File: src/verilog/trs_params.svh
`ifndef TRS_PARAMS_SVH
`define TRS_PARAMS_SVH

// Width of a stack entry and of the program counter.
`define TRS_ADDR_W 12
// Width of the literal that the return instruction carries.
`define TRS_LIT_W 8
// Program counter value after reset: the last location of program memory.
`define TRS_RESET_VECTOR 12'hFFF
// Step of the program counter in one instruction cycle.
`define TRS_PC_STEP 12'h001
// Cleared value of the working register copy.
`define TRS_LIT_CLEAR 8'h00

`endif

File: src/verilog/trs_pkg.sv
package trs_pkg;

  // Effect that the executing instruction has on the program counter.
  typedef enum logic [1:0] {
    trs_op_step,
    trs_op_jump,
    trs_op_call,
    trs_op_return
  } trs_op_type;

  typedef logic [11:0] trs_addr_type;
  typedef logic [7:0] trs_lit_type;

endpackage

File: src/verilog/trs_stack.sv
`timescale 1ns/1ps
`include "trs_params.svh"

module trs_stack (
  input wire logic clk,
  input wire logic arst_n,
  input wire logic call_exec,
  input wire logic return_with_literal_exec,
  input wire logic jump_exec,
  input wire logic [`TRS_ADDR_W-1:0] target_addr,
  input wire logic [`TRS_LIT_W-1:0] return_literal,
  output logic [`TRS_ADDR_W-1:0] pc,
  output logic [`TRS_LIT_W-1:0] w_literal,
  output logic w_load
);

  logic rst_sync1;
  logic rst_sync2;
  logic [`TRS_ADDR_W-1:0] level1;
  logic [`TRS_ADDR_W-1:0] level2;
  logic [`TRS_ADDR_W-1:0] next_level1;
  logic [`TRS_ADDR_W-1:0] next_pc;
  logic [`TRS_ADDR_W-1:0] pc_plus_one;
  logic load_level1;
  logic load_level2;
  trs_pkg::trs_op_type op;

  // Reset release passes two flip-flops; assertion stays asynchronous.
  always_ff @(posedge clk or negedge arst_n) begin
    if (!arst_n) begin
      rst_sync1 <= 1'b0;
      rst_sync2 <= 1'b0;
    end else begin
      rst_sync1 <= 1'b1;
      rst_sync2 <= rst_sync1;
    end
  end

  // A call wins over a return or jump in the same cycle, since the decoder
  // never issues two; the fixed order keeps the stack consistent if it does.
  always_comb begin
    if (call_exec) begin
      op = trs_pkg::trs_op_call;
    end else if (return_with_literal_exec) begin
      op = trs_pkg::trs_op_return;
    end else if (jump_exec) begin
      op = trs_pkg::trs_op_jump;
    end else begin
      op = trs_pkg::trs_op_step;
    end
  end

  assign pc_plus_one = pc + `TRS_PC_STEP;

  always_comb begin
    load_level1 = 1'b0;
    load_level2 = 1'b0;
    next_level1 = level1;
    case (op)
      trs_pkg::trs_op_call: begin
        load_level1 = 1'b1;
        load_level2 = 1'b1;
        next_level1 = pc_plus_one;
      end
      trs_pkg::trs_op_return: begin
        load_level1 = 1'b1;
        next_level1 = level2;
      end
      default: begin
        load_level1 = 1'b0;
      end
    endcase
  end

  always_comb begin
    case (op)
      trs_pkg::trs_op_call: next_pc = target_addr;
      trs_pkg::trs_op_jump: next_pc = target_addr;
      trs_pkg::trs_op_return: next_pc = level1;
      default: next_pc = pc_plus_one;
    endcase
  end

  // The oldest address falls off level two on every call; nothing counts
  // depth, so overflow and underflow go unnoticed.
  trs_level u_level1 (
    .clk(clk),
    .load(load_level1),
    .data_in(next_level1),
    .data_out(level1)
  );

  // Level two is never loaded by a return, so repeated returns keep
  // delivering its last value.
  trs_level u_level2 (
    .clk(clk),
    .load(load_level2),
    .data_in(level1),
    .data_out(level2)
  );

  // This process resets only the program counter; the levels are outside it and have no reset.
  always_ff @(posedge clk or negedge rst_sync2) begin
    if (!rst_sync2) begin
      pc <= `TRS_RESET_VECTOR;
    end else begin
      pc <= next_pc;
    end
  end

  always_ff @(posedge clk or negedge rst_sync2) begin
    if (!rst_sync2) begin
      w_literal <= `TRS_LIT_CLEAR;
      w_load <= 1'b0;
    end else begin
      w_load <= (op == trs_pkg::trs_op_return);
      if (op == trs_pkg::trs_op_return) begin
        w_literal <= return_literal;
      end
    end
  end

  // The levels reach no port: they are seen only through pc after a return.

endmodule

File: src/verilog/trs_level.sv
`timescale 1ns/1ps
`include "trs_params.svh"

// One storage level of the return stack.
// It has no reset on purpose: its contents survive every kind of reset.
module trs_level (
  input wire logic clk,
  input wire logic load,
  input wire logic [`TRS_ADDR_W-1:0] data_in,
  output logic [`TRS_ADDR_W-1:0] data_out
);

  always_ff @(posedge clk) begin
    if (load) begin
      data_out <= data_in;
    end
  end

endmodule

File: config.mk
export PLATFORM = sky130hd
export DESIGN_NAME = trs_stack
export DESIGN_NICKNAME = d
export VERILOG_FILES = /design/src/verilog/trs_pkg.sv /design/src/verilog/trs_stack.sv /design/src/verilog/trs_level.sv
export VERILOG_INCLUDE_DIRS = /design/src /design/src/verilog
export SDC_FILE = /design/constraint.sdc
export NUM_CORES = 1
export LEC_CHECK = 0
export BUFFER_PORTS_ARGS = -buffer_cell sky130_fd_sc_hd__buf_4
export CAP_MARGIN = 30
export CORE_AREA = 2 2 119 75
export CTS_BUF_LIST = sky130_fd_sc_hd__clkbuf_4
export CTS_CLUSTER_DIAMETER = 60
export DETAILED_ROUTE_END_ITERATION = 10
export DIE_AREA = 0 0 121 77
export SYNTH_ARGS = -nofsm -noshare
export SYNTH_HDL_FRONTEND = slang
export SYNTH_SLANG_ARGS = --single-unit
File: constraint.sdc
create_clock -name clk -period 1.38 [get_ports clk]
set_input_delay 0.069 -clock clk [delete_from_list [all_inputs] [get_ports clk]]
set_output_delay 0.069 -clock clk [all_outputs]
set_load 0.01 [all_outputs]
### Word level (Yosys, flattened, before mapping)

Index checks and enable logic that the tools add are counted.

* add/subtract/negate cells: 1
* equal/unequal tests: 3
* mux-type cells: 7
* reduce and logical (&&, ||, !) cells: 4

Operators by type and width (count)
* one-hot mux 12 bit (2 select lines): 2
* adder 12 x 1 -> 12 bit (second input constant): 1
* == test 2 bit (second input constant): 2
* two-way mux 2 bit: 2
* OR reduction 2 bit: 2
* two-way mux 1 bit: 3
* == test 2 x 1 -> 1 bit (second input constant): 1
* AND reduction 2 bit: 1
* nonzero test 2 bit: 1

* register bits after elaboration: 47
* output and inout bits: 21
* word-level logic and storage cells: 22

### Logic depth before layout (Yosys ltp)

* depth after elaboration: 7
* gate-level depth with buffers: 6
* mapped depth without buffers: 5

### Modules after synthesis

Synthesis repeated with hierarchy kept, for this count alone.

* cells, all modules: 189
* area total of the unflattened synthesis: 2185.8 um^2

Modules (own cells, without submodules)
* trs_stack: instances 1, cells an instance 165, area each 1465.2 um^2, seq. area each 590.6 um^2
* trs_level: instances 2, cells an instance 12, area each 360.3 um^2, seq. area each 360.3 um^2

### Least setup slack after synthesis

No wires, ideal clock.

* path type: flip-flop to flip-flop
* start: register pc[0]
* end: register u_level1.data_out[10] (data pin)
* library setup time: 152 ps
* data arrival time: 1610 ps
* data required time: 1228 ps
* setup slack: -382 ps
* stages on the path, launching flop included: 5
* buffers on the path: 0
* clock period less this slack: 1762 ps
* cell sequence: dfstp_2 ha_1 nand3_2 or4_4 a31oi_1

* longest elaborated chain between the ends: 2

Ends and longest elaborated chain
* from (decl): line trs_stack.sv:12 `` output logic [`TRS_ADDR_W-1:0] pc, ``
* from (signal assigned): line trs_stack.sv:105 `` pc <= `TRS_RESET_VECTOR; ``
* from (signal assigned): line trs_stack.sv:107 `pc <= next_pc;`
* adder 12 x 1 -> 12 bit (no source line)
* one-hot mux 12 bit (2 select lines): line trs_stack.sv:59 `case (op)`
* net next_level1[10]: line trs_stack.sv:21 `` logic [`TRS_ADDR_W-1:0] next_level1; ``
* to (signal assigned): line trs_level.sv:15 `data_out <= data_in;`
* to (decl): line trs_level.sv:10 `` output logic [`TRS_ADDR_W-1:0] data_out ``

The timed path passes the listed nets, and every way through them passes these cells.
A chain may end at the register's enable or synchronous reset.

### Worst setup path in the final report

* start: register pc[1]
* end: register u_level1.data_out[4] (data pin)

Same word-level chain as after synthesis.

==> out/results.md <==
• **outcome** finished, violations left
• **failing checks** setup timing
• **kind of end point of the critical path** flip-flop
• **min cycle time layout** 1640 ps
• **vias in the first global route** 1,715
• **combinational family with the most area after synthesis** simple AND/OR/NAND/NOR gates
• **maximum number of pins on one net before global-route repair** 25
• **Max stage delay on crit path** 590 ps
• **cells on worst reg2reg path** 6
• **cell count of the worst hold path** 3
• **Worst-Skew Late Latency** 380 ps
• **root buf cell** sky130_fd_sc_hd__clkbuf_4
• **count of TritonRoute iterations in the first routing pass** 4
• **share of synthesized area occupied by flip-flops and latches** 0.652
• **overall routing resource usage** 0.126
• **final net count** 292
• **Syn Inst Count** 170
• **Setup TNS** -2740 ps
• **die boundary height** 77 µm
• **final RePlAce weighted congestion** 0.754
• **setup-violating endpoint count in the final report** 17
• **detailed-route DRC error count** 0
• **global-route wire length before repair** 9030 µm
• **final wirelength** 5550 µm
• **clock tree from TritonCTS** yes
• **number of rows created at floorplan** 26
• **synthesized-area fraction occupied by adder cells** 0.0187
• **DP HPWL** 3690 µm
• **capturing point of the worst reg2reg path** u_level1.data_out[4]$_DFFE_PP_
• **Clock Tree Buf Depth** 2
• **share of synthesized area spent on multiplexers** 0
• **ratio of total power to cell area** 1150 nW/µm²
• **highest-delay cell along the critical path** sky130_fd_sc_hd__dfstp_2
• **Detail Route Antenna Nets** 0
• **Top FF cell, synth** sky130_fd_sc_hd__edfxtp_1
• **fraction of final layout cells with drive strength greater than 1** 0.464
• **top-level port count** 46
• **critical path data required time** 1510 ps
• **die area** 9320 µm²
• **max cap viols** 0
• **cells along the critical path** ha_4 > nand3_4 > buf_4 > buf_6 > xnor2_4 > a21oi_2
• **number of enable flip-flop cells after synthesis** 24
• **fin worst setup slack** -256 ps
• **Worst Skew** 17.4 ps
• **RSZ-0062 raised after global routing** true
• **cells taking the most area after synthesis** sky130_fd_sc_hd__edfxtp_1, sky130_fd_sc_hd__dfstp_2, sky130_fd_sc_hd__dfrtp_1, sky130_fd_sc_hd__nand2_1, sky130_fd_sc_hd__a221oi_1
• **clock sinks** 47
• **Max Transition Viols Final** 0
• **share of async-settable or async-resettable flops after synthesis** 0.489
• **fraction of post-synthesis cell area in the top cell type by area** 0.358
• **post-synthesis share of cell area spent on xor and xnor gates** 0.0131
• **arrival time worst endpoint** 1770 ps
• **H-Tree Level Count** 2
• **synthesized-area fraction occupied by ao, oa, aoi and oai cells** 0.144
• **Highest Clock Rate** 0.611 GHz
• **area grow syn2layout** 58.2%
• **via total after detailed routing** 1,697
• **warnings from Yosys** 0
• **worst setup path category** flip-flop to flip-flop
• **ratio of final minimum period to clock period** 1.19
• **end of the worst hold path** pc[10]$_DFF_PN1_
• **number of distinct library cells after synthesis** 30
• **r2r startpoint** pc[1]$_DFF_PN1_
• **routed wirelength normalized by instance count** 14.7 µm
• **min-delay worst type** primary input to flip-flop
• **peak supply drop** 0.383 mV
• **Post-Synth Simple-Gate Area** 0.146
• **FF-to-FF setup slack** -260 ps
• **post-route worst hold slack** 15.8 ps
• **antenna violations before repair** 0
• **area of the placeable core** 8230 µm²
• **First DRT Iteration DRCs** 62
• **largest fanout on the critical path** 8
• **flops & latches, synth** 47
• **via-per-instance ratio** 4.50
• **clk slew on worst S/H paths** 150 ps
• **remaining global-route overflow** 0
• **die boundary width** 121 µm
• **count of port buffers added during placement** 45
• **startpoint type of the worst setup path** flip-flop
• **net count after synthesis** 198
• **antenna cells** 0
• **worst hold start** target_addr[10]
• **Fin. Hold Viols** 0
• **post-synthesis area per instance** 11.8 µm²
• **cell area after synthesis** 2010 µm²
• **static leakage** 0.00130 µW
• **Synth area leader** sky130_fd_sc_hd__edfxtp_1
• **effective utilization at floorplan** 0.244
• **number of clock buffers inserted by TritonCTS** 5
[cell usage after synthesis (all sizes together) (2+ instances only)]
master   n
clkbuf   8
nand2   31
ha       3
a221oi  11
nand3    5
inv      5
or3      3
edfxtp  24
nand4    3
o31ai    4
o21ai    4
xnor2    2
or4      5
dfrtp   11
nor2    10
dfstp   12
a21oi    8
a31oi   13
or2      2
[worst max-delay path, delay by kind of cell (launching register included)]
family	cells	cell delay, ps
AOI/OAI and AO/OA	1	70
xor gates and xnor gates	1	190
and+or+nand+nor	1	120
adders and majority gates	1	150
DFF	1	590
buffers and inverters	2	290
[worst max path at each step]
stage / startpoint / to / slack (ps)
2_1_floorplan: pc[0]$_DFF_PN1_ / pc[8]$_DFF_PN1_ / -190
3_3_place_gp: pc[1]$_DFF_PN1_ / pc[8]$_DFF_PN1_ / -180
3_5_place_dp: pc[1]$_DFF_PN1_ / u_level1.data_out[10]$_DFFE_PP_ / -300
4_1_cts: pc[1]$_DFF_PN1_ / u_level1.data_out[10]$_DFFE_PP_ / -250
5_1_grt: pc[1]$_DFF_PN1_ / u_level1.data_out[10]$_DFFE_PP_ / -320
6_report: pc[1]$_DFF_PN1_ / u_level1.data_out[4]$_DFFE_PP_ / -260
[what timing repair did]
item / CTS / global route
pin swaps: 7 / 9
hold buffers: 13 / 0
gates resized for setup: 8 / 22
endpoints found under the hold margin: 13 / 0
setup buffers: 5 / 4
endpoints found under the setup margin: 17 / 22
[cell type report]
type	instances	area [µm²]
clock buffers	5	37.5
clock inverters	3	38.8
fillers	792	5050
inverters	5	18.8
multi-input cells	110	806
flip-flops and latches	47	1310
well taps	112	140
repair buffers	95	828
[logic make-up (layout without fill, tap and decap cells)]
kind of cell,after synthesis,in the layout
adder cells (fa/ha/maj),3,3
AND/OR/NAND/NOR,60,60
buffers and inverters,13,108
XOR/XNOR,3,3
other,1,1
AO/OA/AOI/OAI,43,43
flip-flops,47,47
[where the power goes]
part	total (µW)	leakage (µW)	internal (µW)	switching, µW
combinational	945	0.000762	513	432
sequential	1870	0.000500	1740	131
clock	842	0.0000426	373	468
[registers in the layout, summed over array words and instances (netlist names)]
| register | cells |
|---|---|
| u_level2.data_out | 12 |
| u_level1.data_out | 12 |
| w_load | 1 |
| w_literal | 8 |
| pc | 12 |
| rst_sync2 | 1 |
| rst_sync1 | 1 |
[routing by layer]
metal,vias to the layer above,part of all wire,GRT usage
li1,828,-,-
met1,817,0.48,0.170
met2,44,0.47,0.200
met3,8,0.049,0.0342
met4,0,0.0083,0.0279
met5,-,0,0
[through the flow]
| step | std cells | power (µW) | instance area, µm² | util | setup WS (ps) |
|---|---|---|---|---|---|
| 6_report | 377 | 3660 | 3180 | 0.386 | -256 |
| 5_1_grt | 377 | 3850 | 3180 | 0.386 | -319 |
| 4_1_cts | 375 | 3610 | 3060 | 0.372 | -245 |
| 3_5_place_dp | 349 | 2680 | 2770 | 0.336 | -304 |
| 3_3_place_gp | 349 | 2660 | 2770 | 0.336 | -177 |
| 2_1_floorplan | 170 | 2220 | 2050 | - | -192 |
[cell usage in the layout, fill, tap and decap left out, types with 10 or more instances in the layout]
cell type	netlist	layout
sky130_fd_sc_hd__buf_4	0	67
sky130_fd_sc_hd__nand2_1	31	31
sky130_fd_sc_hd__edfxtp_1	24	24
sky130_fd_sc_hd__dlygate4sd3_1	0	13
sky130_fd_sc_hd__buf_6	0	12
sky130_fd_sc_hd__dfstp_2	12	12
sky130_fd_sc_hd__a221oi_1	11	11
sky130_fd_sc_hd__dfrtp_1	11	11
sky130_fd_sc_hd__a31oi_1	13	10
sky130_fd_sc_hd__nor2_1	10	10
No activity file was read; power rests on OpenSTA's default activity.
